**src/verilog/fps_regs.svh**
```systemverilog
`ifndef FPS_REGS_SVH
`define FPS_REGS_SVH

// ----------------------------------------
// instruction codes
// ----------------------------------------
`define FPS_OP_WAKE   8'hab
`define FPS_OP_SLEEP  8'hb9
`define FPS_OP_WR_ENABLE    8'h06
`define FPS_OP_PAGE_PROG    8'h02
`define FPS_OP_SECTOR_ERASE 8'hd8
`define FPS_OP_BULK_ERASE   8'hc7
`define FPS_OP_STATUS_WR    8'h01

// ----------------------------------------
// frame layout, in link clock rising edges
// ----------------------------------------
`define FPS_LAST_INSTR_BIT 6'h07
`define FPS_LAST_DUMMY_BIT 6'h1f
`define FPS_LAST_SIG_BIT   6'h27
`define FPS_SIG_MSB        3'h7

// ----------------------------------------
// timing
// ----------------------------------------
`define FPS_CLK_MHZ        125
`define FPS_SHORT_REL_NS   3000
`define FPS_LONG_REL_NS    5000
`define FPS_INHIBIT_US     1000
// least times round up to whole cycles
`define FPS_SHORT_REL_CYC  ((`FPS_SHORT_REL_NS * `FPS_CLK_MHZ + 999) / 1000)
`define FPS_LONG_REL_CYC   ((`FPS_LONG_REL_NS * `FPS_CLK_MHZ + 999) / 1000)
`define FPS_INHIBIT_CYC    (`FPS_INHIBIT_US * `FPS_CLK_MHZ)

`endif

```
**src/verilog/fps_pkg.sv**
```systemverilog
`default_nettype none
package fps_pkg;

   // ----------------------------------------
   // sequencer states
   // ----------------------------------------
   typedef enum logic [2:0] {
      ST_IDLE,
      ST_CMD,
      ST_DUMMY,
      ST_TX,
      ST_SLEEP,
      ST_IGNORE,
      ST_RELEASE
   } fps_state_t;

   // ----------------------------------------
   // whole state of the core
   // ----------------------------------------
   typedef struct packed {
      fps_state_t  fsm;
      logic [5:0]  bitCnt;
      logic [6:0]  shift;
      logic [2:0]  sigPtr;
      logic        sigDone;
      logic        deep;
      logic [9:0]  relCnt;
      logic [16:0] inhibitCnt;
      logic        inhibit;
      logic        wrLatch;
      logic        sdo;
      logic        oeN;
      logic        cmdValid;
      logic [7:0]  cmdCode;
      logic        prevClk;
      logic        prevSel;
   } fps_st_t;

endpackage
`default_nettype wire

```
**src/verilog/fps_sync.sv**
```systemverilog
`timescale 1ns/1ps
`default_nettype none
module fps_sync #(
   parameter int WIDTH = 3
) (
   // clock and reset
   input  wire logic             clk,
   input  wire logic             rstN,
   // pins and their synchronised copy
   input  wire logic [WIDTH-1:0] pinIn,
   output var  logic [WIDTH-1:0] pinSync
);
   logic [WIDTH-1:0] meta_q;

   // two flops; the first is read by the second only
   always_ff @(posedge clk or negedge rstN) begin
      if (!rstN) begin
         meta_q  <= '1;
         pinSync <= '1;
      end else begin
         meta_q  <= pinIn;
         pinSync <= meta_q;
      end
   end
endmodule
`default_nettype wire

```
**src/verilog/fps_top.sv**
```systemverilog
`timescale 1ns/1ps
`default_nettype none
`include "fps_regs.svh"

module fps_top #(
   parameter logic [16:0] INHIBIT_CYCLES = 17'(`FPS_INHIBIT_CYC),
   parameter logic [7:0]  SIGNATURE      = 8'h5a  // arbitrary value
) (
   // clock and reset
   input  wire logic        clk,
   input  wire logic        nrst,
   // serial link pins
   input  wire logic        selN,
   input  wire logic        sclk,
   input  wire logic        sdi,
   output var  logic        sdo,
   output var  logic        sdoOeN,
   // rest of the device
   input  wire logic        busyCycle,
   input  wire logic        latchClear,
   output var  logic        deepSleep,
   output var  logic        writeInhibit,
   output var  logic        writeEnableLatch,
   output var  logic        cmdValid,
   output var  logic [7:0]  cmdCode
);
   import fps_pkg::*;

   // ----------------------------------------
   // reset release and pin sampling
   // ----------------------------------------
   logic    rstMeta_q;
   logic    rstN;
   logic    selS;
   logic    clkS;
   logic    sdiS;
   fps_st_t q;
   fps_st_t n;

   // reset asserts at once, releases through two flops
   // por hold
   always_ff @(posedge clk or negedge nrst) begin
      if (!nrst) begin
         rstMeta_q <= 1'b0;
         rstN      <= 1'b0;
      end else begin
         rstMeta_q <= 1'b1;
         rstN      <= rstMeta_q;
      end
   end

   fps_sync #(.WIDTH(3)) uSync (
      .clk     (clk),
      .rstN    (rstN),
      .pinIn   ({selN, sclk, sdi}),
      .pinSync ({selS, clkS, sdiS})
   );

   // ----------------------------------------
   // helpers
   // ----------------------------------------
   // write class codes, blocked while the supply settles
   function automatic logic isWriteClass(input logic [7:0] op);
      return (op == `FPS_OP_WR_ENABLE) || (op == `FPS_OP_PAGE_PROG) || (op == `FPS_OP_SECTOR_ERASE) ||
             (op == `FPS_OP_BULK_ERASE) || (op == `FPS_OP_STATUS_WR);
   endfunction

   logic       rise;
   logic       fall;
   logic [7:0] opByte;
   assign rise   = clkS & ~q.prevClk;
   assign fall   = ~clkS & q.prevClk;
   assign opByte = {q.shift, sdiS};

   // ----------------------------------------
   // sequencer
   // ----------------------------------------
   always_comb begin
      n          = q;
      n.cmdValid = 1'b0;
      n.prevClk  = clkS;
      n.prevSel  = selS;
      if (q.inhibitCnt != '0) begin
         n.inhibitCnt = q.inhibitCnt - 17'h00001;
      end
      n.inhibit = (n.inhibitCnt != '0);
      if (latchClear) begin
         n.wrLatch = 1'b0;
      end
      case (q.fsm)
         ST_IDLE: begin
            // only a select fall opens a frame; select held low across release starts nothing, but held low across reset it reads as a fall
            if (!selS && q.prevSel) begin
               n.fsm     = ST_CMD;
               n.bitCnt  = '0;
               n.sigDone = 1'b0;
            end
         end
         ST_CMD: begin
            if (selS) begin
               n.fsm = ST_IDLE;  // short byte, nothing happens
            end else if (rise) begin
               n.shift  = opByte[6:0];
               n.bitCnt = q.bitCnt + 6'h01;
               if (q.bitCnt == `FPS_LAST_INSTR_BIT) begin
                  n.fsm = ST_IGNORE;
                  // idle wake decoded; busy wake dropped
                  if (opByte == `FPS_OP_WAKE && !busyCycle) begin
                     n.fsm = ST_DUMMY;
                  end else if (opByte == `FPS_OP_WAKE || q.deep) begin
                     n.fsm = ST_IGNORE;
                  // only this code arms deep sleep
                  end else if (opByte == `FPS_OP_SLEEP) begin
                     n.fsm = busyCycle ? ST_IGNORE : ST_SLEEP;
                  end else if (!(isWriteClass(opByte) && q.inhibit)) begin
                     n.cmdValid = 1'b1;
                     n.cmdCode  = opByte;
                     if (opByte == `FPS_OP_WR_ENABLE) begin
                        n.wrLatch = 1'b1;
                     end
                  end
               end
            end
         end
         ST_DUMMY, ST_TX: begin
            if (selS) begin
               n.oeN = 1'b1;
               n.fsm = ST_IDLE;
               if (q.deep) begin
                  n.fsm = ST_RELEASE;
                  n.relCnt = q.sigDone ? 10'(`FPS_LONG_REL_CYC - 1) : 10'(`FPS_SHORT_REL_CYC - 1);
               end
            end else begin
               if (rise && q.bitCnt != `FPS_LAST_SIG_BIT + 6'h01) begin
                  n.bitCnt = q.bitCnt + 6'h01;
                  if (q.bitCnt == `FPS_LAST_DUMMY_BIT) begin
                     n.fsm    = ST_TX;
                     n.sigPtr = `FPS_SIG_MSB;
                  end
                  if (q.bitCnt == `FPS_LAST_SIG_BIT) begin
                     n.sigDone = 1'b1;
                  end
               end
               if (fall && q.fsm == ST_TX) begin
                  n.sdo    = SIGNATURE[q.sigPtr];
                  n.oeN    = 1'b0;
                  n.sigPtr = q.sigPtr - 3'h1;
               end
            end
         end
         ST_SLEEP: begin
            // further clocks cancel the power-down
            if (selS) begin
               n.deep = 1'b1;
               n.fsm  = ST_IDLE;
            end else if (rise) begin
               n.fsm = ST_IGNORE;
            end
         end
         ST_IGNORE: begin
            if (selS) begin
               n.fsm = ST_IDLE;
            end
         end
         ST_RELEASE: begin
            // select is not watched until the delay ends
            if (q.relCnt == '0) begin
               n.deep = 1'b0;
               n.fsm  = ST_IDLE;
            end else begin
               n.relCnt = q.relCnt - 10'h001;
            end
         end
         default: n.fsm = ST_IDLE;
      endcase
   end

   // power-up state is standby, latch clear
   always_ff @(posedge clk or negedge rstN) begin
      if (!rstN) begin
         q            <= '0;
         q.fsm        <= ST_IDLE;
         q.inhibitCnt <= INHIBIT_CYCLES;
         q.inhibit    <= 1'b1;
         q.oeN        <= 1'b1;
         q.prevClk    <= 1'b1;
         q.prevSel    <= 1'b1;
      end else begin
         q <= n;
      end
   end

   // ----------------------------------------
   // outputs
   // ----------------------------------------
   assign sdo              = q.sdo;
   assign sdoOeN           = q.oeN;
   assign deepSleep        = q.deep;
   assign writeInhibit     = q.inhibit;
   assign writeEnableLatch = q.wrLatch;
   assign cmdValid         = q.cmdValid;
   assign cmdCode          = q.cmdCode;
endmodule
`default_nettype wire

```
**config.mk**
```make
export PLATFORM = sky130hd
export DESIGN_NAME = fps_top
export DESIGN_NICKNAME = d
export VERILOG_FILES = /design/src/verilog/fps_pkg.sv /design/src/verilog/fps_sync.sv /design/src/verilog/fps_top.sv
export VERILOG_INCLUDE_DIRS = /design/src /design/src/verilog
export SDC_FILE = /design/constraint.sdc
export NUM_CORES = 1
export LEC_CHECK = 0
export BUFFER_PORTS_ARGS = -buffer_cell sky130_fd_sc_hd__buf_2
export CAP_MARGIN = 20
export CORE_ASPECT_RATIO = 0.5
export CORE_UTILIZATION = 50
export CTS_CLUSTER_DIAMETER = 120
export CTS_CLUSTER_SIZE = 28
export DETAILED_ROUTE_END_ITERATION = 10
export PLACE_DENSITY_LB_ADDON = 0.08
export SETUP_SLACK_MARGIN = 0.1
export SKIP_CTS_REPAIR_TIMING = 1
export SYNTH_ARGS = -nofsm -noshare
export SYNTH_HDL_FRONTEND = slang
export SYNTH_SLANG_ARGS = --single-unit
export TNS_END_PERCENT = 1
```
**constraint.sdc**
```tcl
create_clock -name clk -period 2.7 [get_ports clk]
set_input_delay 0.135 -clock clk [delete_from_list [all_inputs] [get_ports clk]]
set_output_delay 0.135 -clock clk [all_outputs]
set_load 0.1 [all_outputs]
```
==> run metrics <==
Via density 5.74; Rows 22; P per Cell Area 711 mW/mm^2; DRC Markers 1; Reg area 0.00180 sq mm; Crit Path Max Fanout 5; Filler cells 626; maxcap violations 0; area grow syn2layout 13.1%; footprint of the multi-input gates 0.00180 sq mm; share of the synthesized area in the top cell type 35.6%; share of layout cells above drive strength 1 21.0%; root buffer cell clkbuf_16; CP endpoint kind flop; area leader, netlist dfrtp_1; Reg clk slew, reported paths 0.05 ns; Final Hold Viols 0; post-synthesis sequential area ratio 47.3%; peak supply drop 298 uV; die area 0.00797 sq mm; hpwl dp 5.56 mm; clk_skew 0.00584 ns; first-pass GRT wire length 13.7 mm; H-tree depth 3; pin count of the biggest net entering global routing 35; largest cells by area after synthesis dfrtp_1 (36%), dfstp_2 (12%), nand2_1 (4.3%); Avg Cell Area, Syn 9.87 sq um; EDFF count, synth 0; Mapped Area 0.00380 sq mm; TritonCTS clock tree built; WL/cell 15.4 microns; Unique masters post-synth 71; RSZ-0062 raised after global routing false; XOR/XNOR Fraction of Synth Area 4.84%; die height 63.6 microns; worst path arrival time 2.60 ns; Reg2Reg Depth 8; async set-reset flop share out of synthesis 100%; main combinational cell family by area after synthesis simple AND/OR/NAND/NOR gates; Leakage 2.05 nW; GP Congestion 0.872; GRT Total Usage 22.3%; fmax 423 MHz; worst setup path class reg -> reg; starting density of the core 51.7%; total congestion overflow 0; CTS sink count 71; Sum Neg Setup Slack 0 ns; CP required 2.94 ns; Die X 125 microns; type of the tightest min-delay check in -> reg; core area 0.00735 sq mm; CTS Buf Count 9; I/O Pins 21; Routed Wire Length 7.80 mm; Power Total 3.06 mW; vias in the first global route 2821; Final Cycle Share 87.5%; startpoint types flop; outcome complete, but fails checks; Inserted Diodes 0; min Tclk post-route 2.36 ns; failing checks DRC; port bufs 20; Syn Nets 398; worst slew pin tran 0.632 ns; yosys warns 0; Seq cells post-synth 71; DRT Pass-1 Iters 9; Via Count 2904; final setup fails 0; hold path cells 3; mux share of post-synthesis cell area 3.23%; Routed Antenna Nets 0; Synth Area in Simple Gates 25.0%; count of pins over their slew limit 0; Cells after Synth 385; slew margin rel. 57.7%; most common flop cell mapped by yosys dfrtp_1; initial antenna violation count 0; CTS max path bufs 2; Skew-Pair Late Insertion Delay 0.33 ns; starting DRC count in detailed routing 201; Post-Synth Adder-Cell Area 1.98%; fin nets 418; Compound-Gate Fraction of Synth Area 12.2%
## flip-flops by register name (all words and copies together), names as in the netlist, 3 cells and up
signal and count:
q 42, uSync.pinSync 3, uSync.meta_q 3, cmdCode 8, opByte 7
## cell usage after synthesis, types with 4 or more instances
cell and instances:
nor3_1 16, nand2_1 44, and3_1 5, dfstp_2 17, xnor2_1 7, ha_1 6, nand2b_1 6, dfrtp_1 54
nor2b_1 5, nand3_1 10, nor2_1 30, clkbuf_1 4, buf_6 4, mux2_2 6, a21o_1 4, nand3b_1 4
nor4_1 10, xor2_1 14, mux2_1 4, buf_4 8, or3_1 4, o21ai_0 17, or4_1 6, a21oi_1 16
inv_1 16
## per-layer routing
metal	share of wire, %	wire length (microns)	track usage, %
met1	47	3680	28.5
met2	47	3700	35.4
met3	4.5	355	8.92
met4	0.79	62	5.64
met5	0	0	0
## stage by stage
step / hold WS, ns / setup slack, ns / util, % / cell area, sq um / std cells
5_1_grt: 0.101 / 0.182 / 58.5 / 4300 / 506
6_report: 0.0963 / 0.338 / 58.5 / 4300 / 506
4_1_cts: -0.437 / 0.343 / 57.9 / 4260 / 502
2_1_floorplan: -0.161 / 0.517 / - / 3800 / 385
3_3_place_gp: -0.0799 / 0.337 / 53.4 / 3920 / 486
3_5_place_dp: -0.0783 / 0.348 / 53.4 / 3920 / 486
## report_power, final
| part | switching (mW) | internal, mW |
|---|---|---|
| Sequential | 0.174 | 1.15 |
| Clock | 0.432 | 0.883 |
| Combinational | 0.253 | 0.163 |
## cell usage in the layout, fill, tap and decap left out, types with 6 or more instances in the layout
cell	count
xor2_1	14
dfrtp_1	53
ha_1	6
a21oi_1	16
buf_2	20
nand2b_1	6
nor2_1	30
clkbuf_16	9
o21ai_0	17
or4_1	6
mux2_2	6
dfstp_2	17
nand3_1	10
buf_4	6
inv_1	16
nor3_1	16
nand2_1	44
xnor2_1	7
nor4_1	10
## layout make-up
| class | count | area share, % |
|---|---|---|
| multi-input cells | 277 | 41.9 |
| inverters | 16 | 1.40 |
| repair buffers | 30 | 4.31 |
| clock buffers | 13 | 6.29 |
| flip-flops and latches | 71 | 41.9 |
| clock inverters | 3 | 1.51 |
| well taps | 96 | 2.79 |
## cell families (layout without fill, tap and decap cells)
logic type / after synthesis / count (layout)
and+or+nand+nor: 169 / 169
DFF: 71 / 71
muxes: 11 / 11
buffers and inverters: 37 / 62
AOI/OAI and AO/OA: 69 / 69
other: 1 / 1
xor gates and xnor gates: 21 / 21
adders and majority gates: 6 / 6
## final timing paths
check	slack, ns	end	from
max	0.34	writeInhibit$_DFF_PN1_	q[15]$_DFF_PN0_
min	0.1	writeEnableLatch$_DFF_PN0_	latchClear
max reg2reg	0.34	writeInhibit$_DFF_PN1_	q[15]$_DFF_PN0_
min reg2reg	0.15	cmdCode[0]$_DFFE_PN0P_	rstN$_DFF_PN0_
max in group asynchronous	1.78	sdoOeN$_DFFE_PN1P_	rstN$_DFF_PN0_
min in group asynchronous	0.12	rstMeta_q$_DFF_PN0_	nrst
## worst max-delay path: stages, from the launching register on
cell and delay, ns:
dfrtp_1 0.41, inv_1 0.13, ha_1 0.24, or3b_2 0.53
o31a_1 0.28, a311oi_1 0.27, a31oi_1 0.08, nor4_2 0.21
nand4_1 0.13
Note: power is estimated with default switching activity, not from simulation.
